<file path="src/design/clock_divisor_pkg.sv">
// Constants for the clock divisor control register block.
// Assumes a single 200 MHz system clock and an AXI4-Lite master.
package clock_divisor_pkg;
  localparam logic [3:0]  ADDR_CONTROL     = 4'h0;
  localparam logic [3:0]  ADDR_INTERRUPT   = 4'h4;
  localparam int          RECOVER_BIT      = 15;
  localparam int          REDUCTION_MSB    = 14;
  localparam int          REDUCTION_LSB    = 12;
  localparam int          PROCESSOR_CLOCK_REDUCTION_EN_BIT      = 11;
  localparam int          POSTSCALER_MSB   = 10;
  localparam int          POSTSCALER_LSB   = 8;
  localparam int          VCO_DIV_MSB      = 7;
  localparam int          VCO_DIV_LSB      = 6;
  localparam logic [15:0] CONTROL_RESET    = 16'h0100;
  localparam logic [15:0] CONTROL_WMASK    = 16'hFFC0;
  localparam logic [2:0]  REDUCTION_NONE   = 3'h0;
  localparam logic [1:0]  AXI_OKAY         = 2'h0;
  localparam logic [1:0]  AXI_SLVERR       = 2'h2;
endpackage : clock_divisor_pkg

</file>
<file path="src/design/divide_ratio_decode.sv">
// Decodes the reduction and postscaler codes into log2 divide ratios.
// Assumes combinational use from registered fields on the same clock.
`timescale 1ns/100ps
module divide_ratio_decode (
  // Codes
  input  wire logic [2:0] reduction_code_in,
  input  wire logic       processor_clock_reduction_enable_in,
  input  wire logic [2:0] postscaler_code_in,
  // Ratios as shift amounts
  output logic      [2:0] cpu_shift_out,
  output logic      [3:0] rc_shift_out
);
  // Processor_clock_reduction off forces 1:1
  assign cpu_shift_out = processor_clock_reduction_enable_in ? reduction_code_in : 3'h0;
  // Code 111 skips 128 and goes to 256
  assign rc_shift_out  = (postscaler_code_in == 3'h7) ? 4'h8 : {1'b0, postscaler_code_in};
endmodule : divide_ratio_decode

</file>
<file path="src/design/clock_divisor_control.sv">
// Clock divisor control register with AXI4-Lite slave access.
// Assumes one clock, asynchronous active-low reset, interrupt pulse from same clock.
// Operation
// Three-bit processor clock reduction field sits at bits 14 to 12.
// Reduction codes 001 to 111 divide instruction clock by 2 to 128.
// Processor_clock_reduction enable clear forces processor to peripheral ratio 1:1.
// Writes setting processor_clock_reduction enable while reduction is 000 are ignored.
// Three-bit fast RC postscaler field sits at bits 10 to 8.
// Postscaler codes 001..110 divide 2..64, code 111 divides by 256.
// Postscaler resets to 001, divide by two.
// Recover-on-interrupt set makes any interrupt clear processor_clock_reduction enable.
`timescale 1ns/100ps
module clock_divisor_control (
  // Clock and reset
  input  wire logic        ref_clk_in,
  input  wire logic        rst_b_in,
  // Interrupt event from the core
  input  wire logic        interrupt_in,
  // AXI4-Lite write address
  input  wire logic [3:0]  s_axi_awaddr_in,
  input  wire logic        s_axi_awvalid_in,
  output logic             s_axi_awready_out,
  // AXI4-Lite write data
  input  wire logic [31:0] s_axi_wdata_in,
  input  wire logic [3:0]  s_axi_wstrb_in,
  input  wire logic        s_axi_wvalid_in,
  output logic             s_axi_wready_out,
  // AXI4-Lite write response
  output logic [1:0]       s_axi_bresp_out,
  output logic             s_axi_bvalid_out,
  input  wire logic        s_axi_bready_in,
  // AXI4-Lite read address
  input  wire logic [3:0]  s_axi_araddr_in,
  input  wire logic        s_axi_arvalid_in,
  output logic             s_axi_arready_out,
  // AXI4-Lite read data
  output logic [31:0]      s_axi_rdata_out,
  output logic [1:0]       s_axi_rresp_out,
  output logic             s_axi_rvalid_out,
  input  wire logic        s_axi_rready_in,
  // Clock settings
  output logic [2:0]       cpu_clock_shift_out,
  output logic [3:0]       rc_clock_shift_out,
  output logic [1:0]       vco_output_divider_out,
  output logic             processor_clock_reduction_active_out
);
  logic [15:0] control;
  logic [3:0]  aw_addr;
  logic        aw_held;
  logic [31:0] w_data;
  logic [3:0]  w_strb;
  logic        w_held;
  logic [2:0]  cpu_shift;
  logic [3:0]  rc_shift;

  wire         aw_fire    = s_axi_awvalid_in & s_axi_awready_out;
  wire         w_fire     = s_axi_wvalid_in & s_axi_wready_out;
  wire         write_go   = aw_held & w_held & ~s_axi_bvalid_out;
  wire         write_hit  = (aw_addr == clock_divisor_pkg::ADDR_CONTROL);
  wire         ar_fire    = s_axi_arvalid_in & s_axi_arready_out;
  wire         read_hit   = (s_axi_araddr_in == clock_divisor_pkg::ADDR_CONTROL);

  // Byte-lane merge of the control word
  wire  [15:0] lane_mask  = {{8{w_strb[1]}}, {8{w_strb[0]}}};
  wire  [15:0] merged     = (control & ~lane_mask) | (w_data[15:0] & lane_mask);
  wire  [15:0] writable   = (merged & clock_divisor_pkg::CONTROL_WMASK)
                          | (control & ~clock_divisor_pkg::CONTROL_WMASK);

  // Fields of the merged write word
  wire         wr_recover = writable[clock_divisor_pkg::RECOVER_BIT];
  wire  [2:0]  wr_red     = writable[clock_divisor_pkg::REDUCTION_MSB:clock_divisor_pkg::REDUCTION_LSB];
  wire         wr_processor_clock_reduction    = writable[clock_divisor_pkg::PROCESSOR_CLOCK_REDUCTION_EN_BIT];
  wire  [2:0]  wr_post    = writable[clock_divisor_pkg::POSTSCALER_MSB:clock_divisor_pkg::POSTSCALER_LSB];
  wire  [1:0]  wr_vco     = writable[clock_divisor_pkg::VCO_DIV_MSB:clock_divisor_pkg::VCO_DIV_LSB];
  // Fields as they stand
  wire  [2:0]  cur_red    = control[clock_divisor_pkg::REDUCTION_MSB:clock_divisor_pkg::REDUCTION_LSB];
  wire         cur_processor_clock_reduction   = control[clock_divisor_pkg::PROCESSOR_CLOCK_REDUCTION_EN_BIT];

  // Reduction may change only while processor_clock_reduction is off
  wire  [2:0]  new_red    = cur_processor_clock_reduction ? cur_red : wr_red;
  // Field must be nonzero before and after the write, else processor_clock_reduction could
  // land together with a field cleared in the same write
  wire         processor_clock_reduction_ok    = wr_processor_clock_reduction
                          & (cur_red != clock_divisor_pkg::REDUCTION_NONE)
                          & (new_red != clock_divisor_pkg::REDUCTION_NONE);
  wire  [15:0] written    = {wr_recover, new_red, processor_clock_reduction_ok, wr_post, wr_vco, control[5:0]};
  wire         write_ctl  = write_go & write_hit;
  wire  [15:0] staged     = write_ctl ? written : control;
  // Interrupt recovery wins over a simultaneous write
  wire         recover    = interrupt_in & control[clock_divisor_pkg::RECOVER_BIT];
  wire  [15:0] next_control = recover ? (staged & ~(16'h0001 << clock_divisor_pkg::PROCESSOR_CLOCK_REDUCTION_EN_BIT)) : staged;

  assign s_axi_awready_out = ~aw_held;
  assign s_axi_wready_out  = ~w_held;
  assign s_axi_arready_out = ~s_axi_rvalid_out;

  always_ff @(posedge ref_clk_in or negedge rst_b_in) begin
    if (!rst_b_in) begin
      control <= clock_divisor_pkg::CONTROL_RESET;
    end else begin
      control <= next_control;
    end
  end

  always_ff @(posedge ref_clk_in or negedge rst_b_in) begin
    if (!rst_b_in) begin
      aw_held <= 1'b0;
      aw_addr <= 4'h0;
    end else if (aw_fire) begin
      aw_held <= 1'b1;
      aw_addr <= s_axi_awaddr_in;
    end else if (write_go) begin
      aw_held <= 1'b0;
    end
  end

  always_ff @(posedge ref_clk_in or negedge rst_b_in) begin
    if (!rst_b_in) begin
      w_held <= 1'b0;
      w_data <= 32'h0000_0000;
      w_strb <= 4'h0;
    end else if (w_fire) begin
      w_held <= 1'b1;
      w_data <= s_axi_wdata_in;
      w_strb <= s_axi_wstrb_in;
    end else if (write_go) begin
      w_held <= 1'b0;
    end
  end

  always_ff @(posedge ref_clk_in or negedge rst_b_in) begin
    if (!rst_b_in) begin
      s_axi_bvalid_out <= 1'b0;
      s_axi_bresp_out  <= clock_divisor_pkg::AXI_OKAY;
    end else if (write_go) begin
      s_axi_bvalid_out <= 1'b1;
      s_axi_bresp_out  <= write_hit ? clock_divisor_pkg::AXI_OKAY : clock_divisor_pkg::AXI_SLVERR;
    end else if (s_axi_bready_in) begin
      s_axi_bvalid_out <= 1'b0;
    end
  end

  always_ff @(posedge ref_clk_in or negedge rst_b_in) begin
    if (!rst_b_in) begin
      s_axi_rvalid_out <= 1'b0;
      s_axi_rdata_out  <= 32'h0000_0000;
      s_axi_rresp_out  <= clock_divisor_pkg::AXI_OKAY;
    end else if (ar_fire) begin
      s_axi_rvalid_out <= 1'b1;
      s_axi_rdata_out  <= read_hit ? {16'h0000, control} : 32'h0000_0000;
      s_axi_rresp_out  <= read_hit ? clock_divisor_pkg::AXI_OKAY : clock_divisor_pkg::AXI_SLVERR;
    end else if (s_axi_rready_in) begin
      s_axi_rvalid_out <= 1'b0;
    end
  end

  divide_ratio_decode u_decode (
    .reduction_code_in  (cur_red),
    .processor_clock_reduction_enable_in     (control[clock_divisor_pkg::PROCESSOR_CLOCK_REDUCTION_EN_BIT]),
    .postscaler_code_in (control[clock_divisor_pkg::POSTSCALER_MSB:clock_divisor_pkg::POSTSCALER_LSB]),
    .cpu_shift_out      (cpu_shift),
    .rc_shift_out       (rc_shift)
  );

  // Settings outputs, each one register behind the control word
  always_ff @(posedge ref_clk_in or negedge rst_b_in) begin
    if (!rst_b_in) begin
      cpu_clock_shift_out <= 3'h0;
    end else begin
      cpu_clock_shift_out <= cpu_shift;
    end
  end

  always_ff @(posedge ref_clk_in or negedge rst_b_in) begin
    if (!rst_b_in) begin
      rc_clock_shift_out <= 4'h1;
    end else begin
      rc_clock_shift_out <= rc_shift;
    end
  end

  always_ff @(posedge ref_clk_in or negedge rst_b_in) begin
    if (!rst_b_in) begin
      vco_output_divider_out <= 2'h0;
    end else begin
      vco_output_divider_out <= control[clock_divisor_pkg::VCO_DIV_MSB:clock_divisor_pkg::VCO_DIV_LSB];
    end
  end

  always_ff @(posedge ref_clk_in or negedge rst_b_in) begin
    if (!rst_b_in) begin
      processor_clock_reduction_active_out <= 1'b0;
    end else begin
      processor_clock_reduction_active_out <= cur_processor_clock_reduction;
    end
  end
endmodule : clock_divisor_control

</file>
<file path="config.mk">
export PLATFORM = sky130hd
export DESIGN_NAME = clock_divisor_control
export DESIGN_NICKNAME = d
export VERILOG_FILES = /design/src/design/clock_divisor_pkg.sv /design/src/design/divide_ratio_decode.sv /design/src/design/clock_divisor_control.sv
export SDC_FILE = /design/constraint.sdc
export NUM_CORES = 1
export LEC_CHECK = 0
export BUFFER_PORTS_ARGS = -buffer_cell sky130_fd_sc_hd__buf_2
export CAP_MARGIN = 10
export CORE_ASPECT_RATIO = 0.6
export CORE_MARGIN = 4
export CORE_UTILIZATION = 45
export CTS_BUF_LIST = sky130_fd_sc_hd__clkbuf_16
export DETAILED_ROUTE_END_ITERATION = 12
export GPL_ROUTABILITY_DRIVEN = 1
export HOLD_SLACK_MARGIN = 0.08
export PLACE_DENSITY = 0.81
export SYNTH_ARGS = -nofsm -noshare
export SYNTH_HDL_FRONTEND = slang
export SYNTH_HIERARCHICAL = 1
export SYNTH_SLANG_ARGS = --single-unit
</file>
<file path="constraint.sdc">
create_clock -name ref_clk_in -period 1.7 [get_ports ref_clk_in]
set_clock_uncertainty 0.2 [all_clocks]
set_input_delay 0.255 -clock ref_clk_in [delete_from_list [all_inputs] [get_ports ref_clk_in]]
set_output_delay 0.255 -clock ref_clk_in [all_outputs]
set_load 0.005 [all_outputs]
</file>
==> impl_metrics.env <==
export IMPL_detailed_placement_wirelength_estimate_mm=2.89
export IMPL_layout_drive_gt1_share_pct=42.0
export IMPL_post_synth_top_area_cell="dfrtp_1"
export IMPL_portBuffers=54
export IMPL_clock_root_buffer="clkbuf_16"
export IMPL_power_density_cell_area_nw_per_um2=1390
export IMPL_grt_pass1_vias=1374
export IMPL_gr_usage_met3_pct=5.20
export IMPL_grt_met2_usage_pct=23.0
export IMPL_worst_path_largest_cell_delay_ns=0.41
export IMPL_path_max_fanout=4
export IMPL_synthesis_area_um2=2120
export IMPL_worst_endpoint_required_ns=1.68
export IMPL_outcome="finished with violations"
export IMPL_via_count=1401
export IMPL_core_area_um2=4560
export IMPL_cts_reportedPaths_clkPinSlew_ns=0.07
export IMPL_starting_density_of_the_core_pct=46.5
export IMPL_grt_usage_pct=14.2
export IMPL_critical_path_slowest_cell="nor4_4"
export IMPL_layout_cells_most_common="buf_2"
export IMPL_grt_ovfl_total=0
export IMPL_rows=19
export IMPL_io_pins=103
export IMPL_ys_ff_latch=52
export IMPL_groute_layer_met1_usage_pct=17.9
export IMPL_route_detailed_drc=0
export IMPL_crit_arrival_ns=1.68
export IMPL_grt_max_degree=32
export IMPL_timing_final_max_slew_violations=0
export IMPL_commonest_cells_after_routing_fill_and_taps_aside="buf_2 (54), dfrtp_1 (50), mux2_2 (24), conb_1 (24), dlygate4sd3_1 (21)"
export IMPL_synth_area_mux_share_pct=13.7
export IMPL_detail_route_first_pass_iterations=4
export IMPL_nNetsFinal=294
export IMPL_flow_area_growth_from_synthesis_pct=32.4
export IMPL_crit_chain="nor4_4 -> nand4_1 -> buf_4 -> mux2_4"
export IMPL_synth_top_family_by_area="multiplexers"
export IMPL_clk_latency_ns=0.29
export IMPL_first_pass_grt_wire_length_mm=6.52
export IMPL_power_ir_vdd_worst_v=0.000846
export IMPL_die_x_um=96.7
export IMPL_synthesized_area_fraction_occupied_by_ao_oa_aoi_and_oai_cells_pct=7.19
export IMPL_synth_simple_gate_area_share_pct=6.90
export IMPL_antenna_cells=0
export IMPL_ys_top_cells_by_area="dfrtp_1 (59%), mux2_2 (13%), buf_4 (8.8%), a22o_1 (4.1%), dfstp_2 (2.5%)"
export IMPL_post_drt_wl_per_cell_um=13.4
export IMPL_place_inst=274
export IMPL_post_place_ws_ns=-0.0443
export IMPL_htree_num_levels=2
export IMPL_final_core_utilization_pct=61.5
export IMPL_critPathKind="flop to flop"
export IMPL_cts_num_sinks=52
export IMPL_cts_tree="yes"
export IMPL_timing_hold_worst_class="primary input to flop"
export IMPL_route_antenna_remaining_nets=0
export IMPL_route_detailed_vias_per_inst=4.58
export IMPL_worst_setup_path_start_kind="flop"
export IMPL_tritoncts_num_buffers=5
export IMPL_holdWs_ns=0.176
export IMPL_leakage_nw=1.44
export IMPL_finalHoldViolations=0
export IMPL_fmaxAchievable_ghz=0.586
export IMPL_cap_violations=0
export IMPL_dieHeight_um=61.2
export IMPL_post_synth_inst_count=156
export IMPL_number_of_antenna_violations_at_the_first_check_in_global_routing=0
export IMPL_synth_top_cell_area_share_pct=59.0
export IMPL_global_route_peak_usage_layer="met2"
export IMPL_final_critical_path_setup_slack_ns=-0.00653
export IMPL_post_synthesis_adder_cell_area_fraction_pct=0
export IMPL_synthXorXnorAreaFrac_pct=0
export IMPL_postRouteWirelength_mm=4.10
export IMPL_grt_setup_unrepaired="yes"
export IMPL_crit_path_capture_type="flop"
export IMPL_min_cycle_time_layout_ns=1.71
export IMPL_violated_checks="setup timing"
export IMPL_place_gp_congestion=0.765
export IMPL_postSynthAreaPerCell_um2=13.6
export IMPL_finalNonFillerCells=306
export IMPL_period_share_pct=100
export IMPL_number_of_library_cell_types_mapped_by_synthesis=29
export IMPL_ctsLongestPathBuffers=2
export IMPL_final_fill_count=372
export IMPL_drt_iter0_drc=33
export IMPL_setup_viol=1
export IMPL_die_area_um2=5910
export IMPL_register_area_share_after_synthesis_pct=61.4
export IMPL_ys_warnings_count=6
[stage by stage]
stage	setup TNS (ns)	power, mW	cell area, µm²
finish	-0.00653	3.90	2810
global route	-0.440	4.13	2810
CTS	0	3.91	2790
detailed placement	-0.172	2.88	2410
global placement	0	2.83	2410
floorplan	0	2.54	2210
[area by class of cell]
type | count | area (µm²) | area share [%]
sequential | 52 | 1300 | 46.4
clock inverter | 3 | 20.0 | 0.713
timing repair buffer | 84 | 564 | 20.1
tap | 63 | 78.8 | 2.81
multi-input combinational | 93 | 694 | 24.7
clock buffer | 5 | 125 | 4.45
inverter | 6 | 22.5 | 0.802
[power by group]
part	switching, mW	internal, mW	leakage (nW)
combinational	0.376	0.572	0.717
clock	0.422	0.542	0.0712
sequential	0.321	1.67	0.656
[synth_stat cells]
cell type and count:
dfrtp_1 50, buf_4 25, mux2_2 25, a22o_1 10
nor2_1 7, inv_1 6, a21boi_1 3, and2_1 3
nand3_1 3, buf_2 2, dfstp_2 2, nor2b_1 2
nor3_1 2, a211oi_1 1, a21o_1 1, a21oi_1 1
a221oi_1 1, a31o_2 1, and2_2 1, and3_1 1
and3b_1 1, clkbuf_1 1, conb_1 1, mux2i_1 1
nand2b_1 1, nand4_1 1, nor4_4 1, o21ai_0 1
or4_1 1
[routing by layer]
metal,wire [µm],part of all wire [%]
met1,1840,45
met2,1930,47
met3,285,7.0
met4,36,0.88
met5,0,0
[repair_timing]
action	4_1_cts	5_1_grt
setup endpoints to repair	6	10
resized for setup	2	2
setup buffers	2	1
pin swaps	2	2
hold endpoints to repair	41	0
hold buffers	21	0
[worst max-delay path, delay by kind of cell (launching register included)]
family                 cells  cell delay (ns)
multiplexers               1             0.29
flip-flops                 1             0.40
buffers and inverters      1             0.17
AND/OR/NAND/NOR            2             0.54
[cell families after synthesis]
group           count (synthesis)
flops                          52
mux                            26
compound gates                 19
other cells                     1
simple gates                   24
buf+inv                        34
[path summary, 6_finish.rpt]
path | startpoint | to | slack (ns) | cells past startpoint
setup / recovery | aw_addr[1]$_DFFE_PN0P_ | control[14]$_DFFE_PN0P_ | -0.007 | 4
hold / removal | interrupt_in | control[11]$_DFFE_PN0P_ | 0.18 | 3
setup reg to reg | aw_addr[1]$_DFFE_PN0P_ | control[14]$_DFFE_PN0P_ | -0.007 | 4
hold reg to reg | flop | vco_output_divider_out[0]$_DFF_PN0_ | 0.23 | 0
max in group asynchronous | rst_b_in | w_strb[1]$_DFFE_PN0P_ | 0.49 | 3
min in group asynchronous | rst_b_in | cpu_clock_shift_out[1]$_DFF_PN0_ | 0.27 | 2
Note: power is estimated with default switching activity, not from simulation.
